`src/design/scpc_map.svh`:
```
// constants of the single-pin command interpreter
`ifndef SCPC_MAP_SVH
`define SCPC_MAP_SVH
// interface locations (low nibble of a command byte)
`define SCPC_LOC_DHR0     4'h0
`define SCPC_LOC_DHR1     4'h1
`define SCPC_LOC_DHR2     4'h2
`define SCPC_LOC_DHR3     4'h3
`define SCPC_LOC_CALSEL   4'h6
`define SCPC_LOC_EEMID    4'h7
`define SCPC_LOC_EEHI     4'h8
`define SCPC_LOC_CTRL     4'h9
`define SCPC_LOC_WIN      4'ha
`define SCPC_LOC_ASEL     4'hb
// control codes (upper nibble with location 9)
`define SCPC_CC_CALLOAD   4'h0
`define SCPC_CC_EEWRITE   4'h1
`define SCPC_CC_ERASE     4'h2
`define SCPC_CC_CALREAD   4'h3
`define SCPC_CC_EEREAD    4'h4
`define SCPC_CC_READBACK  4'h5
`define SCPC_CC_ANALOG    4'h6
`define SCPC_CC_PAGECLR   4'h7
// special bytes
`define SCPC_BYTE_REINIT  8'hff
`define SCPC_BYTE_LINK    8'hca
// readback pointer codes
`define SCPC_RP_DLO       4'h0
`define SCPC_RP_DHI       4'h1
`define SCPC_RP_EECAL     4'h2
`define SCPC_RP_CTRLPTR   4'h3
`define SCPC_RP_ANA       4'h4
`define SCPC_RP_EEADDR    4'h5
`define SCPC_RP_EEDATA    4'h6
`define SCPC_RP_TEMP      4'h7
`define SCPC_RP_BITCLK    4'h8
`define SCPC_RP_FIRSTCA   4'ha
// timing in bytes of the learned baud rate, and the trim step in percent
`define SCPC_BITS_PER_BYTE 20'd8
`define SCPC_WIN_CONT     4'hf
`define SCPC_CONT_BYTES   20'd32769
`define SCPC_TRIM_STEP    8'sd9
// reset values
`define SCPC_RST_PERIOD   16'h0000
`define SCPC_RST_NIBBLE   4'h0
`endif

```
`src/design/scpc_pkg.sv`:
```
// types of the single-pin command interpreter
package scpc_pkg;
    typedef enum logic [7:0] {
        ST_LEARN = 8'h01,
        ST_IDLE  = 8'h02,
        ST_RX    = 8'h04,
        ST_TX    = 8'h08,
        ST_PRE   = 8'h10,
        ST_ANA   = 8'h20,
        ST_POST  = 8'h40,
        ST_FLOAT = 8'h80
    } scpc_state_e;

    typedef struct packed {
        logic        load;
        logic [3:0]  sel;
        logic [15:0] data;
    } scpc_cal_req_s;

    typedef struct packed {
        logic       write;
        logic       erase_all;
        logic       page_clear;
        logic [9:0] addr;
        logic [7:0] data;
    } scpc_ee_req_s;
endpackage

```
`src/design/scpc_top.sv`:
```
// single-pin serial command interpreter with timed analog output window
//
// Contract
// trim code is signed nine percent steps
// analog window counted in learned byte times
// window end disconnects analog, output floats
// commands accepted one byte after window end
// data pin floats while analog driven; in continuous mode a 59 readback still drives it with analog on
// host floats line when pins joined
// code all ones: continuous, 32769 byte float
// host uses continuous mode on separate pins
// FF reinitialises, 01 relearns baud rate
// host power-cycles when link is lost
// 59 sends byte chosen by pointer
// pointer 10 to 15 returns CA
// pointer 7 returns temperature index
// 69 floats pin, connects analog select
// value upper nibble, location lower nibble
// locations 6,7,8 load select, address, pointer
// location B select, location A window
// 09 copies data word into calibration register
// 79 clears page in address bits 3:0
// 19 writes low data byte to EEPROM
// locations keep contents between commands
// index 40 entries at 280 and 281
// window lasts two to code plus one
// control code selects the eight actions
// pointer selects the returned byte
// start, eight bits lsb first, stop
`timescale 1ns/100ps
`include "scpc_map.svh"
module scpc_top (
    input  wire logic                   CLK_IN,
    input  wire logic                   RESET_N_IN,
    input  wire logic                   SDIO_IN,
    output logic                        SDIO_OUT,
    output logic                        SDIO_OE_OUT,
    output logic                        ANA_EN_OUT,
    output logic [3:0]                  ANA_SEL_OUT,
    input  wire logic [2:0]             TRIM_CODE_IN,
    output logic signed [7:0]           TRIM_PCT_OUT,
    input  wire logic [7:0]             TEMP_INDEX_IN,
    input  wire logic [7:0]             EE_RDATA_IN,
    input  wire logic [15:0]            CAL_RDATA_IN,
    output scpc_pkg::scpc_cal_req_s     CAL_REQ_OUT,
    output scpc_pkg::scpc_ee_req_s      EE_REQ_OUT
);
    import scpc_pkg::*;

    // two's-complement trim code times the step size
    function automatic logic signed [7:0] trim_pct(input logic [2:0] c);
        trim_pct = 8'(signed'({{5{c[2]}}, c}) * `SCPC_TRIM_STEP);
    endfunction

    // window length in bit times: (2^code + 1) bytes
    function automatic logic [19:0] win_bits(input logic [3:0] c);
        win_bits = 20'((20'd1 << c) + 20'd1) * `SCPC_BITS_PER_BYTE;
    endfunction

    // pin synchroniser and edge detect
    logic       sync1_q, sync2_q, line_q;
    logic       fall;
    assign fall = line_q & ~sync2_q;

    scpc_state_e  st_q, st_d;
    logic [15:0]  period_q;        // learned oscillator cycles per bit
    logic [15:0]  cyc_q;           // cycle counter inside one bit
    logic [19:0]  bits_q;          // remaining bit times of a timed state
    logic [3:0]   idx_q;           // bit index of rx/tx frame
    logic [7:0]   rx_q;
    logic [10:0]  tx_q;
    logic         cont_q;          // continuous analog mode active
    logic [15:0]  dhr_q;
    logic [3:0]   cal_sel_q, ptr_q, win_q, asel_q, ctrl_q;
    logic [9:0]   ee_q;
    logic         bit_tick;
    assign bit_tick = (cyc_q == 16'h0000);

    // incoming byte split into value and location
    // last data bit joins straight from the synchroniser at the final sample
    logic [7:0] rx_byte;
    logic [3:0] val, loc;
    assign rx_byte = {sync2_q, rx_q[7:1]};
    assign val = rx_byte[7:4];
    assign loc = rx_byte[3:0];
    logic       rx_done, is_reinit, is_ctrl;
    assign rx_done   = (st_q == ST_RX) & bit_tick & (idx_q == 4'h8);
    assign is_reinit = (rx_byte == `SCPC_BYTE_REINIT);
    assign is_ctrl   = (loc == `SCPC_LOC_CTRL) & ~is_reinit;

    // readback byte selection
    logic [7:0] rb_byte;
    assign rb_byte =
        (ptr_q == `SCPC_RP_DLO)     ? dhr_q[7:0] :
        (ptr_q == `SCPC_RP_DHI)     ? dhr_q[15:8] :
        (ptr_q == `SCPC_RP_EECAL)   ? {ee_q[7:4], cal_sel_q} :
        (ptr_q == `SCPC_RP_CTRLPTR) ? {ctrl_q, ptr_q} :
        (ptr_q == `SCPC_RP_ANA)     ? {asel_q, win_q} :
        (ptr_q == `SCPC_RP_EEADDR)  ? ee_q[7:0] :
        (ptr_q == `SCPC_RP_EEDATA)  ? EE_RDATA_IN :
        (ptr_q == `SCPC_RP_TEMP)    ? TEMP_INDEX_IN :
        (ptr_q == `SCPC_RP_BITCLK)  ? (|period_q[15:8] ? 8'hff : period_q[7:0]) :
        (ptr_q >= `SCPC_RP_FIRSTCA) ? `SCPC_BYTE_LINK : 8'h00;

    // action decode of a finished command byte
    logic do_read, do_ana;
    assign do_read = is_ctrl & (val == `SCPC_CC_READBACK);
    assign do_ana  = is_ctrl & (val == `SCPC_CC_ANALOG);

    // next state
    always_comb begin
        st_d = st_q;
        case (st_q)
            ST_LEARN: st_d = (~sync2_q & line_q) ? ST_LEARN : st_q;
            ST_IDLE:  st_d = fall ? ST_RX : ST_IDLE;
            ST_RX: begin
                if (rx_done) begin
                    if (is_reinit)
                        st_d = ST_LEARN;
                    else if (do_read)
                        st_d = ST_TX;
                    else if (do_ana && win_q != `SCPC_WIN_CONT)
                        st_d = ST_PRE;
                    else if (cont_q || do_ana)
                        st_d = ST_FLOAT;
                    else
                        st_d = ST_POST;
                end
            end
            ST_TX:    st_d = (bit_tick && idx_q == 4'ha) ? (cont_q ? ST_FLOAT : ST_POST) : ST_TX;
            ST_PRE:   st_d = (bit_tick && bits_q == 20'd1) ? ST_ANA : ST_PRE;
            ST_ANA:   st_d = (bit_tick && bits_q == 20'd1) ? ST_POST : ST_ANA;
            ST_POST:  st_d = (bit_tick && bits_q == 20'd1) ? ST_IDLE : ST_POST;
            ST_FLOAT: st_d = (bit_tick && bits_q == 20'd1) ? ST_IDLE : ST_FLOAT;
            default:  st_d = ST_LEARN;
        endcase
    end

    // learning: first low pulse of 01 is one bit time; last clock of it ends here
    logic learn_end;
    assign learn_end = (st_q == ST_LEARN) & ~line_q & sync2_q;

    // synchroniser, state and timers
    always_ff @(posedge CLK_IN) begin
        if (!RESET_N_IN) begin
            sync1_q  <= 1'b1;
            sync2_q  <= 1'b1;
            line_q   <= 1'b1;
            st_q     <= ST_LEARN;
            period_q <= `SCPC_RST_PERIOD;
            cyc_q    <= 16'h0000;
            bits_q   <= 20'd0;
            idx_q    <= 4'h0;
        end else begin
            sync1_q <= SDIO_IN;
            sync2_q <= sync1_q;
            line_q  <= sync2_q;
            st_q    <= (learn_end && period_q != 16'h0000) ? ST_POST : st_d;
            idx_q   <= (st_q != st_d) ? 4'h0 : idx_q + 4'(bit_tick);
            // learn period from the width of the first low pulse  R9
            if (st_q == ST_LEARN) begin
                if (fall)
                    period_q <= 16'h0001;
                else if (~sync2_q && period_q != 16'h0000 && period_q != 16'hffff)
                    period_q <= period_q + 16'h0001;
            end
            // bit clock: rx starts at mid start bit, others on whole bits  R26
            if (st_q == ST_IDLE && fall)
                cyc_q <= period_q >> 1;
            else if (st_q != st_d || learn_end || bit_tick)
                cyc_q <= period_q - 16'h0001;
            else
                cyc_q <= cyc_q - 16'h0001;
            // timed states counted in bit times of the learned rate  R2
            if (learn_end || (st_q != ST_POST && st_d == ST_POST) || st_d == ST_PRE && st_q != ST_PRE)
                bits_q <= `SCPC_BITS_PER_BYTE;
            else if (st_q == ST_PRE && st_d == ST_ANA)
                bits_q <= win_bits(win_q);
            else if (st_q != ST_FLOAT && st_d == ST_FLOAT)
                bits_q <= `SCPC_CONT_BYTES * `SCPC_BITS_PER_BYTE;
            else if (bit_tick && bits_q != 20'd0)
                bits_q <= bits_q - 20'd1;
        end
    end

    // receive shift register, lsb first  R26
    always_ff @(posedge CLK_IN) begin
        if (!RESET_N_IN)
            rx_q <= 8'h00;
        else if (st_q == ST_RX && bit_tick && idx_q != 4'h0 && idx_q <= 4'h8)
            rx_q <= {sync2_q, rx_q[7:1]};
        else if (st_q == ST_RX && bit_tick && idx_q == 4'h0)
            rx_q <= {sync2_q, rx_q[7:1]};
    end

    // interface locations, kept until rewritten  R21
    always_ff @(posedge CLK_IN) begin
        if (!RESET_N_IN) begin
            dhr_q     <= 16'h0000;
            cal_sel_q <= `SCPC_RST_NIBBLE;
            ptr_q     <= `SCPC_RST_NIBBLE;
            win_q     <= `SCPC_RST_NIBBLE;
            asel_q    <= `SCPC_RST_NIBBLE;
            ctrl_q    <= `SCPC_RST_NIBBLE;
            ee_q      <= 10'h000;
        end else if (rx_done && !is_reinit) begin
            case (loc)
                `SCPC_LOC_DHR0:   dhr_q[3:0]   <= val;
                `SCPC_LOC_DHR1:   dhr_q[7:4]   <= val;
                `SCPC_LOC_DHR2:   dhr_q[11:8]  <= val;
                `SCPC_LOC_DHR3:   dhr_q[15:12] <= val;
                `SCPC_LOC_CALSEL: begin
                    cal_sel_q  <= val;
                    ee_q[3:0]  <= val;
                end
                `SCPC_LOC_EEMID:  ee_q[7:4] <= val;
                `SCPC_LOC_EEHI: begin
                    ee_q[9:8] <= val[1:0];
                    ptr_q     <= val;
                end
                `SCPC_LOC_WIN:    win_q  <= val;
                `SCPC_LOC_ASEL:   asel_q <= val;
                `SCPC_LOC_CTRL: begin
                    ctrl_q <= val;
                    if (val == `SCPC_CC_CALREAD)
                        dhr_q <= CAL_RDATA_IN;
                    else if (val == `SCPC_CC_EEREAD)
                        dhr_q[7:0] <= EE_RDATA_IN;
                end
                default: ;
            endcase
        end
    end

    // control actions as one-cycle requests
    always_ff @(posedge CLK_IN) begin
        if (!RESET_N_IN) begin
            CAL_REQ_OUT <= '0;
            EE_REQ_OUT  <= '0;
        end else begin
            CAL_REQ_OUT.load <= rx_done & is_ctrl & (val == `SCPC_CC_CALLOAD);
            CAL_REQ_OUT.sel  <= cal_sel_q;
            CAL_REQ_OUT.data <= dhr_q;
            EE_REQ_OUT.write      <= rx_done & is_ctrl & (val == `SCPC_CC_EEWRITE);
            EE_REQ_OUT.erase_all  <= rx_done & is_ctrl & (val == `SCPC_CC_ERASE);
            EE_REQ_OUT.page_clear <= rx_done & is_ctrl & (val == `SCPC_CC_PAGECLR);
            EE_REQ_OUT.addr       <= ee_q;
            EE_REQ_OUT.data       <= dhr_q[7:0];
        end
    end

    // readback frame: one idle bit, start, eight data, stop  R11
    always_ff @(posedge CLK_IN) begin
        if (!RESET_N_IN)
            tx_q <= 11'h7ff;
        else if (rx_done && do_read)
            tx_q <= {1'b1, rb_byte, 1'b0, 1'b1};
        else if (st_q == ST_TX && bit_tick)
            tx_q <= {1'b1, tx_q[10:1]};
    end

    // pin and analog drive, all from flip-flops
    always_ff @(posedge CLK_IN) begin
        if (!RESET_N_IN) begin
            SDIO_OUT     <= 1'b1;
            SDIO_OE_OUT  <= 1'b0;
            ANA_EN_OUT   <= 1'b0;
            ANA_SEL_OUT  <= `SCPC_RST_NIBBLE;
            cont_q       <= 1'b0;
            TRIM_PCT_OUT <= 8'sd0;
        end else begin
            SDIO_OUT     <= tx_q[0];
            SDIO_OE_OUT  <= (st_d == ST_TX) & (st_q == ST_TX) & (idx_q != 4'h0);
            TRIM_PCT_OUT <= trim_pct(TRIM_CODE_IN);
            if (st_d == ST_LEARN)
                cont_q <= 1'b0;
            else if (rx_done && do_ana)
                cont_q <= (win_q == `SCPC_WIN_CONT);
            ANA_EN_OUT  <= (st_d == ST_ANA) | (cont_q & st_d != ST_LEARN)
                           | (rx_done & do_ana & win_q == `SCPC_WIN_CONT);
            if (rx_done && do_ana)
                ANA_SEL_OUT <= asel_q;
        end
    end
endmodule

```
`config.mk`:
```
export PLATFORM = sky130hd
export DESIGN_NAME = scpc_top
export DESIGN_NICKNAME = d
export VERILOG_FILES = /design/src/design/scpc_pkg.sv /design/src/design/scpc_top.sv
export VERILOG_INCLUDE_DIRS = /design/src /design/src/design
export SDC_FILE = /design/constraint.sdc
export NUM_CORES = 1
export LEC_CHECK = 0
export ABC_AREA = 1
export BUFFER_PORTS_ARGS = -buffer_cell sky130_fd_sc_hd__buf_2
export CAP_MARGIN = 20
export CORE_ASPECT_RATIO = 0.6
export CORE_MARGIN = 8
export CORE_UTILIZATION = 40
export CTS_CLUSTER_DIAMETER = 100
export DETAILED_ROUTE_END_ITERATION = 8
export HOLD_SLACK_MARGIN = 0.05
export SLEW_MARGIN = 0
export SYNTH_ARGS = -nofsm -noshare
export SYNTH_HDL_FRONTEND = slang
export SYNTH_SLANG_ARGS = --single-unit
```
`constraint.sdc`:
```
create_clock -name CLK_IN -period 2.8 [get_ports CLK_IN]
set_clock_uncertainty 0.2 [all_clocks]
set_input_delay 0.56 -clock CLK_IN [delete_from_list [all_inputs] [get_ports CLK_IN]]
set_output_delay 0.56 -clock CLK_IN [all_outputs]
set_load 0.03 [all_outputs]
```
### Word-level counts from Yosys, hierarchy flattened

Cells that the tools add are included.
Widths: inputs -> output; s select.

* $add $sub $neg: 6
* $mul: 1
* div/mod/pow operators: 0
* $lt $le $gt $ge: 2
* equality and inequality tests: 52
* shift operators: 1
* muxes and demuxes: 45
* bitwise logic cells: 24
* reductions and logical operators: 62

Operators with widths (count)
* $mux 8: 25
* $pmux 8 s8: 1
* $mux 20: 3
* $mux 16: 3
* $eq 4x3->1 const B: 10
* $eq 4x4->1 const B: 8
* $pmux 4 s2: 4
* $sub 16x1->16 const B: 2
* $eq 4x2->1 const B: 6
* $eq 8x8->1 const B: 3
* $mux 7: 3
* $eq 20x1->1 const B: 1
* $logic_and 1x1->1: 20
* $mux 10: 2
* $reduce_bool 20->1: 1
* $sub 20x1->20 const B: 1
* $and 1x1->1: 18
* $add 17x1->17 const B: 1
* $shl 1x4->17 const A: 1
* $add 16x1->16 const B: 1
* $eq 8x1->1 const B: 2
* $eq 8x4->1 const B: 2
* $eq 8x5->1 const B: 2
* $eq 8x6->1 const B: 2
* 36 further kinds: 71

* flip-flop bits (word level): 185
* latch bits: 0
* RAM bits: 0
* bits in read-only memories: 0
* input bits: 38
* output and inout bits: 57
* logic and storage cells: 233
* memories: 0

### Longest topological paths before layout

Gate-level depths: netlist of run 1.

* depth after elaboration: 16
* mapped depth: 25
* mapped depth without buffers: 23

### Least setup slack after synthesis of run 1

OpenSTA, ideal clock, no wires.

* path type: register -> register
* from: register bits_q[1]
* to: register cyc_q[4]
* library setup time: 0.070 ns
* data arrival time: 2.421 ns
* required time: 2.530 ns
* slack: 0.109 ns
* stages on the path, launching flop included: 21
* path buffers: 0
* clock period less this slack: 2.691 ns
* cell sequence: dfxtp_1 > inv_1 > ha_1 > nand2_1 > nor2_1 > nand3_2 > nor2_4 > nand2_1 > nand2_2 > nand2_1 > nand2_1 > nand3_2 > nor2_4 > nand3_4 > nand2_1 > nand2_1 > ha_1 > nand3_1 > inv_2 > or2_0 > a21oi_1

* cells in the longest elaborated chain, start to end: 9
* elaborated cells on any way between the ends: 12
* classes of those cells: 2 x eq/ne; 7 x mux; 3 x reduce/logical

Ends and longest elaborated chain
* from (decl): line scpc_top.sv:68 `logic [19:0] bits_q;`
* from (signal assigned): line scpc_top.sv:176 `` bits_q <= `SCPC_BITS_PER_BYTE; ``
* from (signal assigned): line scpc_top.sv:178 `bits_q <= win_bits(win_q);`
* from (signal assigned): line scpc_top.sv:180 `` bits_q <= `SCPC_CONT_BYTES * `SCPC_BITS_PER_BYTE; ``
* $eq 20x1->1 (*)
* $logic_and 1x1->1 (*)
* $mux 8, or another cell as far along: line scpc_top.sv:134 `ST_FLOAT: st_d = (bit_tick && bits_q == 20'd1) ? ST_IDLE : ST_FLOAT;`
* $pmux 8 s8 (*): line scpc_top.sv:113 `case (st_q)`
* $ne 8x8->1 (*): line scpc_top.sv:170 `else if (st_q != st_d || learn_end || bit_tick)`
* $logic_or 1x1->1 (*) (2 in series): line scpc_top.sv:170
* $mux 16 (*): line scpc_top.sv:170
* $mux 15 (*): line scpc_top.sv:168 `if (st_q == ST_IDLE && fall)`
* to (signal assigned): line scpc_top.sv:169 `cyc_q <= period_q >> 1;`
* to (signal assigned): line scpc_top.sv:171 `cyc_q <= period_q - 16'h0001;`
* to (signal assigned): line scpc_top.sv:173 `cyc_q <= cyc_q - 16'h0001;`
* to (decl): line scpc_top.sv:67 `logic [15:0] cyc_q;`

Every way passes the cells marked *; elsewhere a longest branch is shown, timed or not.
A chain may end at the register's enable or synchronous reset.

### Worst setup path in the final report of run 1

* from: register st_q[2]
* to: register cyc_q[6]

* cells in the longest elaborated chain, start to end: 10
* elaborated cells on any way between the ends: 21
* classes of those cells: 9 x eq/ne; 5 x mux; 4 x bitwise; 3 x reduce/logical

Ends and longest elaborated chain
* from (decl): line scpc_top.sv:65 `scpc_state_e st_q, st_d;`
* from (signal assigned): line scpc_top.sv:158 `st_q <= (learn_end && period_q != 16'h0000) ? ST_POST : st_d;`
* $eq 8x3->1: line scpc_top.sv:87, scpc_top.sv:113
* $and 1x1->1 (2 in series): line scpc_top.sv:87 `assign rx_done = (st_q == ST_RX) & bit_tick & (idx_q == 4'h8);`
* $mux 8: line scpc_top.sv:117 `if (rx_done) begin`
* $pmux 8 s8: line scpc_top.sv:113
* $ne 8x8->1: line scpc_top.sv:170
* $logic_or 1x1->1 (2 in series): line scpc_top.sv:170
* $mux 16: line scpc_top.sv:170
* $mux 15 (*): line scpc_top.sv:168

Marks and branches as above.

==> qor.txt, run 1 <==
Run status: finished with violations
Failing checks: negative setup slack
Yosys warnings: 0
Post-synthesis sequential area ratio: 0.373
Final WL: 32.0 mm
Height of the die: 133 um
Worst r2r src: st_q[2]$_SDFF_PP0_
Synth Flop Type: dfxtp_1
Simple-Gate Fraction of Synth Area: 0.306
CTS buffer count: 17
Max-slew headroom: 0.452
First-pass GRT wire length: 49.3 mm
Critical Path Fanout Max: 5
WP data required: 2.97 ns
Critical Path AT: 3.20 ns
Later-pin clock latency in the skew report: 0.44 ns
Post-synthesis mux area share: 0
Setup slack after layout: -0.231 ns
Slew Limit Fails: 0
Largest family of logic cells by synthesized area: simple AND/OR/NAND/NOR gates
Clk pin slew, worst setup/hold paths: 0.08 ns
Mapped Nets: 1,372
Post-DP HPWL: 24.4 mm
ANT nets after route: 0
Root Buffer: clkbuf_16
Post-synthesis compound-gate area fraction: 0.169
XOR/XNOR Fraction of Synth Area: 0.0125
Vias/cell: 5.10
HP Start: SDIO_IN
Number of synthesized flops with an enable pin: 0
Adder-cell share of the synthesized area: 0.0214
Synth cell types: 55
Worst slack, placed: -0.381 ns
Post-DP Area: 0.0112 mm^2
Worst Max-Slew Pin Slew: 0.823 ns
Unrepaired setup endpoints after global routing: yes
Average wire per standard cell: 16.6 um
N_diodes: 0
CP Launch Type: flop
CTS tree: yes
VDD IR max: 1.13 mV
All-Layer GR Usage: 0.221
Floorplan row count: 42
Peak Freq: 0.330 GHz
Flop2flop setup slack: -0.23 ns
Post-route DRC violation count: 0
Iteration count of the initial detailed-routing pass: 5
CTS Buffer Depth: 2
Io pins: 95
Vias after detailed routing: 9,833
Overflow left after global routing: 0
Post-synth ARST share: 0
Design area: 0.0126 mm^2
Post-layout util: 0.567
Iteration-0 DRC Markers: 842
Synthesized instance count: 1,319
Initial antenna violation count: 0
Tot Pwr: 12.7 mW
Initial core utilization: 0.410
Die W: 211 um
Vias in the first global route: 8,887
Layout cells sized above 1: 0.343
Final hold slack: 0.116 ns
Buffers on Ports: 94
Core ar.: 0.0222 mm^2
Max-Cap Viols: 0
CP startpoint: st_q[2]$_SDFF_PP0_
Syn-to-layout area delta: 38.3%
Period utilization: 1.08
CTS Sinks: 170
Seq cells post-synth: 170
Minimum clock period: 3.03 ns
Hold crit path type: in2reg
Synth Cell Area: 0.00912 mm^2
Mapped Avg Cell Area: 6.91 um^2
Crit Path Class: reg2reg
Pwr/cell area: 1000 mW/mm^2
Critical Path End Type: flop
CTS H-tree depth: 4
Layout net count: 1,659
Final hold vios: 0
Pleak: 6.22 nW
Largest net degree at the start of global routing: 87
Endpoints failing setup: 15
Die area: 0.0280 mm^2
Routability Congestion: 0.977
==> cells by family after synthesis <==
logic type | after synthesis
AO/OA/AOI/OAI | 270
XOR/XNOR | 13
adder cells (fa/ha/maj) | 15
flip-flops | 170
AND/OR/NAND/NOR | 590
buffers and inverters | 261
==> flip-flops by register name (all words and copies together), names as in the netlist, 10 cells and up <==
signal / flops
period_q: 16
tx_q: 10
CAL_REQ_OUT: 20
EE_REQ_OUT: 10
cyc_q: 16
bits_q: 20
dhr_q: 16
==> cell usage after synthesis (4+ instances only) <==
cell type	instances	share of area
nand2_1	268	0.11
xor2_1	9	0.0086
nand3_2	5	0.0055
ha_1	14	0.019
o2111ai_1	10	0.0096
buf_6	4	0.0049
nor2_4	14	0.017
o21ai_0	98	0.054
or2_2	5	0.0034
xnor2_1	4	0.0038
nor4_1	8	0.0055
buf_4	12	0.0099
a311oi_1	5	0.0048
nor3_1	27	0.015
inv_1	200	0.082
nand4_1	32	0.022
nand3_1	64	0.035
a31oi_1	12	0.0082
nand2_2	20	0.014
nor2_2	11	0.0075
nor2_1	116	0.048
a211oi_1	12	0.0099
a21oi_1	103	0.057
buf_2	5	0.0027
dfxtp_1	170	0.37
o211ai_1	9	0.0074
nand2_4	8	0.0099
inv_2	11	0.0045
clkbuf_1	24	0.0099
==> placed cells by master (no fill, tap or decap), types with 5 or more instances in the layout <==
cell	n
nand2_1	227
buf_4	206
inv_1	190
dfxtp_1	156
a21oi_1	101
buf_2	94
o21ai_0	91
nor2_1	86
nand2_2	51
nand3_1	49
nand4_1	32
nor2_2	29
nor2_4	26
nor3_1	23
inv_2	18
nand3_2	18
nand2_4	17
clkbuf_16	17
dfxtp_2	13
a31oi_1	12
ha_1	12
a211oi_1	11
o2111ai_1	10
o211ai_1	9
xor2_1	9
buf_6	8
o21ai_1	7
nor4_1	7
or2_2	5
==> worst paths after layout <==
| check | to | cells after the start |
|---|---|---|
| max reg2reg | cyc_q[6]$_SDFF_PN0_ | 19 |
| max | cyc_q[6]$_SDFF_PN0_ | 19 |
| min | sync1_q$_SDFF_PN1_ | 2 |
| min reg2reg | CAL_REQ_OUT[13]$_SDFF_PN0_ | 2 |
==> power by group <==
group | internal (mW) | leakage, nW | total [mW] | switching [mW]
Clock | 1.38 | 0.293 | 2.52 | 1.14
Combinational | 3.20 | 4.54 | 7.32 | 4.12
Sequential | 2.66 | 1.38 | 2.82 | 0.164
Total | 7.24 | 6.22 | 12.7 | 5.43
==> metal layers <==
metal	up-vias	part of all wire	global-route usage
li1	4888	-	-
met1	4481	0.50	0.345
met2	430	0.38	0.281
met3	34	0.11	0.0693
met4	0	0.014	0.0469
met5	-	0	0
==> timing repair <==
action	4_1_cts	5_1_grt
hold buffers	0	0
pin swaps	43	68
buffers inserted	15	4
resized for setup	72	105
endpoints found under the setup margin	37	64
cloned	2	0
==> worst max-delay path, stage by stage, from the launching register on <==
cell,delay [ns]
dfxtp_4,0.37
buf_4,0.13
nor2_1,0.11
nand4_1,0.17
nand2_1,0.09
nor2_1,0.06
nand2_1,0.09
nand3_2,0.10
a21oi_4,0.17
nand2_2,0.08
nor2_4,0.20
buf_6,0.14
nand3_4,0.12
nand2_1,0.11
nand2_2,0.10
ha_4,0.19
nand3_4,0.10
nor2_4,0.05
or2_1,0.22
a21oi_2,0.16
==> per-stage QoR <==
step | std cells | setup TNS, ns
finish | 1927 | -2.82
global route | 1927 | -5.43
CTS | 1923 | -2.31
detailed placement | 1875 | -5.72
global placement | 1875 | -5.52
floorplan | 1319 | 0
==> layout make-up <==
type | instances | area [um^2]
Clock buffer | 18 | 439
Clock inverter | 14 | 176
Fill cell | 2118 | 9620
Inverter | 215 | 818
Multi-Input combinational cell | 889 | 5150
Sequential cell | 170 | 3420
Tap cell | 308 | 385
Timing Repair Buffer | 313 | 2210
No activity file was read; power rests on OpenSTA's default activity.
==> run 2: changes to the inputs <==
- CTS_BUF_LIST: unset -> sky130_fd_sc_hd__clkbuf_16
==> qor.txt, run 2 (synthesis results as in run 1) <==
Run status: finished with violations
Failing checks: design-rule violations, negative setup slack
Root Buffer: clkbuf_16
Worst Max-Slew Pin Slew: 0.809 ns
Comb pwr share: 0.579
CTS tree: yes
CTS Hold Bufs: 0
Final hold slack: 0.113 ns
Max-slew headroom: 0.461
Critical Path Fanout Max: 8
Met2 Track Usage GR: 0.281
Largest net degree at the start of global routing: 87
Period utilization: 1.09
All-Layer GR Usage: 0.221
CTS buffer count: 17
Routability Congestion: 0.977
Peak Freq: 0.327 GHz
Critical Path End Type: flop
Sw frac: 0.429
Final hold vios: 0
Later-pin clock latency in the skew report: 0.44 ns
Core ar.: 0.0222 mm^2
Iteration count of the initial detailed-routing pass: 9
Vias after detailed routing: 9,800
Layout cells sized above 1: 0.342
Final TNS setup: -3.16 ns
Most frequent cells in the layout: 227 x nand2_1, 206 x buf_4, 190 x inv_1
Floorplan row count: 42
ANT nets after route: 0
Clock Power Share: 0.197
Minimum clock period: 3.06 ns
Overflow left after global routing: 0
Critical Path AT: 3.20 ns
Pleak: 6.21 nW
Iteration-0 DRC Markers: 877
CP Launch Type: flop
Endpoints failing setup: 15
CTS Sinks: 170
Crit Path Class: reg2reg
Met3 track demand over resource: 0.0693
CTS H-tree depth: 4
Vias/cell: 5.09
CTS Buffer Depth: 2
Grt peak-use layer: met1
Height of the die: 133 um
Die area: 0.0280 mm^2
Syn-to-layout area delta: 38.2%
Layout net count: 1,659
Pwr/cell area: 1000 mW/mm^2
Setup slack after layout: -0.257 ns
Post-route DRC violation count: 2
GRT met1 Usage: 0.345
Hold crit path type: in2reg
Vias in the first global route: 8,882
Buffers on Ports: 94
Post-DP HPWL: 24.4 mm
Slew Limit Fails: 0
Final WL: 32.0 mm
First-pass GRT wire length: 49.3 mm
Io pins: 95
Psw: 5.42 mW
Top Registers: CAL_REQ_OUT (20), bits_q (20)
WP data required: 2.95 ns
Unrepaired setup endpoints after global routing: yes
Pint: 7.21 mW
Sequential Power Share: 0.224
VDD IR max: 1.13 mV
N_diodes: 0
Max-Cap Viols: 0
Average wire per standard cell: 16.6 um
Most common cell after layout, fill and taps aside: nand2_1
Die W: 211 um
Clk pin slew, worst setup/hold paths: 0.08 ns
Initial antenna violation count: 0
Initial core utilization: 0.410
==> run 2: cell count changes in the layout (fill, tap and decap cells not counted), sizes merged <==
cell and change:
clkinv +1, clkbuf -1
==> run 2: timing repair <==
action,CTS,global route
buffers inserted,15,4
pin swaps,43,68
resized for setup,72,105
setup endpoints to repair,37,64
cloned,2,0
==> run 2: path summary, 6_finish.rpt <==
path	end	slack, ns	cells past startpoint	start
setup / recovery	cyc_q[12]$_SDFF_PN0_	-0.26	21	st_q[2]$_SDFF_PP0_
hold / removal	sync1_q$_SDFF_PN1_	0.11	2	SDIO_IN
setup reg to reg	cyc_q[12]$_SDFF_PN0_	-0.26	21	st_q[2]$_SDFF_PP0_
hold reg to reg	CAL_REQ_OUT[13]$_SDFF_PN0_	0.22	2	dhr_q[13]$_SDFFE_PN0P_
==> run 2: worst max-delay path, cell delays in order (launching register included) <==
cell and delay [ns]:
dfxtp_4 0.37, buf_4 0.13, nor2_1 0.12, nand4_1 0.18
nand2_1 0.10, nor2_1 0.06, nand2_1 0.08, nand3_2 0.10
a21oi_4 0.17, nand2_2 0.08, nor2_4 0.20, buf_6 0.14
nand4_1 0.15, nand2_2 0.17, buf_4 0.14, nand3_4 0.09
inv_4 0.10, nand3_1 0.08, nand2_1 0.06, nand3_1 0.10
nand2_1 0.07, inv_1 0.04
==> run 2: power groups by stage <==
stage                     Combinational (mW)  Clock, mW  Sequential, mW
final                                   7.31       2.49            2.83
after detailed placement                6.01          0            2.85
after global routing                    7.98       2.63            2.84
after CTS                               6.58       2.52            2.80
after global placement                  5.95          0            2.84
after floorplan                         3.69          0            2.88
==> run 2: metal layers <==
layer	vias to the layer above	share of wire
met5	-	0
met4	0	0.013
met3	29	0.11
met2	459	0.38
met1	4424	0.50
li1	4888	-
==> run 2: final cells by class <==
| type | count | area, um^2 |
|---|---|---|
| fill | 2120 | 9630 |
| multi-input combinational | 889 | 5150 |
| sequential | 170 | 3420 |
| timing repair buffer | 313 | 2210 |
| inverter | 215 | 818 |
| clock buffer | 17 | 425 |
| tap | 308 | 385 |
| clock inverter | 15 | 180 |
==> run 2: metrics by stage <==
| stage | cells | worst slack [ns] | cell area [um^2] | util | power, mW |
|---|---|---|---|---|---|
| 2_1_floorplan | 1319 | 0.109 | 9120 | - | 6.57 |
| 3_3_place_gp | 1875 | -0.432 | 11200 | 0.506 | 8.79 |
| 3_5_place_dp | 1875 | -0.381 | 11200 | 0.506 | 8.86 |
| 4_1_cts | 1923 | -0.207 | 12200 | 0.551 | 11.9 |
| 5_1_grt | 1927 | -0.402 | 12600 | 0.567 | 13.5 |
| 6_report | 1927 | -0.257 | 12600 | 0.567 | 12.6 |
==> run 3: changes to the inputs <==
- ABC_AREA: 1 -> unset
==> qor.txt, run 3 <==
Run status: finished with violations
Failing checks: negative setup slack
Setup slack after layout: -1.26 ns
CTS tree: yes
Pwr/cell area: 660 mW/mm^2
Die area: 0.0278 mm^2
Yosys top cell by area: dfxtp_1
Seq cells post-synth: 170
Io pins: 95
Iteration-0 DRC Markers: 999
Post-synth ARST share: 0
WP data required: 2.92 ns
Post-synthesis sequential area ratio: 0.376
Most frequent cell after synthesis: dfxtp_1
Post-route DRC violation count: 0
Overflow left after global routing: 0
Crit Path Class: reg2reg
Largest net degree at the start of global routing: 29
Top Registers: CAL_REQ_OUT (20), bits_q (20)
Vias in the first global route: 8,936
Max-Cap Viols: 0
Layout net count: 1,455
Most common cell after layout, fill and taps aside: buf_4
Hold crit path type: in2reg
Largest cells by area after synthesis: dfxtp_1 38%, nor2_1 5.9%, mux2i_1 5.2%
VDD IR max: 0.421 mV
Average wire per standard cell: 18.6 um
Max-slew headroom: 0.281
Routability Congestion: 0.938
Post-synthesis mux area share: 0.0570
Yosys warnings: 0
Later-pin clock latency in the skew report: 0.45 ns
Slew Limit Fails: 0
CTS Buffer Depth: 2
All-Layer GR Usage: 0.219
Worst slack, placed: -1.18 ns
Peak Freq: 0.246 GHz
First-pass GRT wire length: 49.0 mm
Vias/cell: 5.55
Buffers on Ports: 94
CP Launch Type: flop
Mapped Nets: 1,175
Core ar.: 0.0221 mm^2
Pleak: 5.46 nW
Design area: 0.0130 mm^2
Final hold slack: 0.101 ns
Worst Max-Slew Pin Slew: 1.07 ns
Post-DP HPWL: 22.4 mm
Final TNS setup: -15.73 ns
Syn-to-layout area delta: 43.7%
Synth Cell Area: 0.00904 mm^2
Post-Layout Cell Count: 1,723
Largest family of logic cells by synthesized area: simple AND/OR/NAND/NOR gates
Adder-cell share of the synthesized area: 0.0216
Endpoints failing setup: 41
Clk pin slew, worst setup/hold paths: 0.07 ns
CTS Sinks: 170
Final WL: 32.0 mm
Floorplan row count: 42
Final hold vios: 0
Unrepaired setup endpoints after global routing: yes
Layout cells sized above 1: 0.373
Minimum clock period: 4.06 ns
CTS buffer count: 17
N_diodes: 0
Mapped Avg Cell Area: 8.06 um^2
Most frequent cells in the layout: 198 x buf_4, 165 x dfxtp_1, 129 x nor2_1
Synth Flop Type: dfxtp_1
Initial antenna violation count: 0
Iteration count of the initial detailed-routing pass: 5
Synthesized instance count: 1,122
Period utilization: 1.45
Post-DP Area: 0.0111 mm^2
Height of the die: 132 um
Top cell type's share of synthesized area: 0.376
Root Buffer: clkbuf_16
Simple-Gate Fraction of Synth Area: 0.292
Initial core utilization: 0.409
Critical Path End Type: flop
XOR/XNOR Fraction of Synth Area: 0.0416
Placed Instances: 1,641
Number of synthesized flops with an enable pin: 0
Post-synth top cells: 170 x dfxtp_1, 142 x nor2_1, 125 x nand2_1
Vias after detailed routing: 9,557
Synth cell types: 82
Die W: 210 um
Tot Pwr: 8.57 mW
Critical Path AT: 4.18 ns
ANT nets after route: 0
CTS Hold Bufs: 0
Critical Path Fanout Max: 5
Post-synthesis compound-gate area fraction: 0.158
CTS H-tree depth: 4
Post-layout util: 0.587
==> run 3: final cells by class <==
class	instances	area, um^2
Tap cell	308	385
Timing Repair Buffer	345	2620
Sequential cell	170	3410
Clock inverter	15	140
Fill cell	1931	9130
Multi-Input combinational cell	845	5930
Inverter	23	91.3
Clock buffer	17	425
==> run 3: repair_timing <==
item	in CTS	in global routing
gates resized for setup	93	117
gates cloned	2	2
pin swaps	46	65
setup endpoints to repair	87	98
buffers inserted	39	30
==> run 3: final timing paths <==
| path | start | to | slack, ns | cells past startpoint |
|---|---|---|---|---|
| max | st_q[5]$_SDFF_PP0_ | cyc_q[14]$_SDFF_PN0_ | -1.26 | 19 |
| min | SDIO_IN | sync1_q$_SDFF_PN1_ | 0.10 | 2 |
| max reg2reg | st_q[5]$_SDFF_PP0_ | cyc_q[14]$_SDFF_PN0_ | -1.26 | 19 |
| min reg2reg | sync1_q$_SDFF_PN1_ | sync2_q$_SDFF_PN1_ | 0.25 | 1 |
==> run 3: critical path, stage by stage, from the launching register on <==
cell      delay, ns
dfxtp_2        0.32
or4_4          0.55
a21o_1         0.20
o31ai_4        0.20
a21oi_1        0.10
or4_4          0.56
nor4_4         0.24
buf_4          0.18
nor2_2         0.04
a21oi_4        0.14
ha_4           0.16
inv_2          0.05
nor2_4         0.14
nand2_4        0.11
buf_4          0.19
nor3_2         0.13
xnor2_1        0.15
nand2_1        0.08
o211ai_1       0.10
a21oi_1        0.08
==> run 3: report_power, final <==
| group | internal, mW | total (mW) | switching, mW |
|---|---|---|---|
| clock | 1.25 | 2.36 | 1.11 |
| combinational | 1.82 | 3.57 | 1.75 |
| sequential | 2.56 | 2.64 | 0.0829 |
| total | 5.63 | 8.57 | 2.95 |
==> run 3: metal layers <==
layer,up-vias,global-route usage,part of all wire
met3,44,0.0561,0.089
met1,4546,0.325,0.48
met5,-,0,0
met4,0,0.0573,0.016
li1,4521,-,-
met2,446,0.306,0.41
==> run 3: logic make-up after synthesis <==
kind of cell / count (synthesis)
adder cells (fa/ha/maj): 15
AND/OR/NAND/NOR: 518
XOR/XNOR: 43
buffers and inverters: 108
multiplexers: 51
flip-flops: 170
AO/OA/AOI/OAI: 217
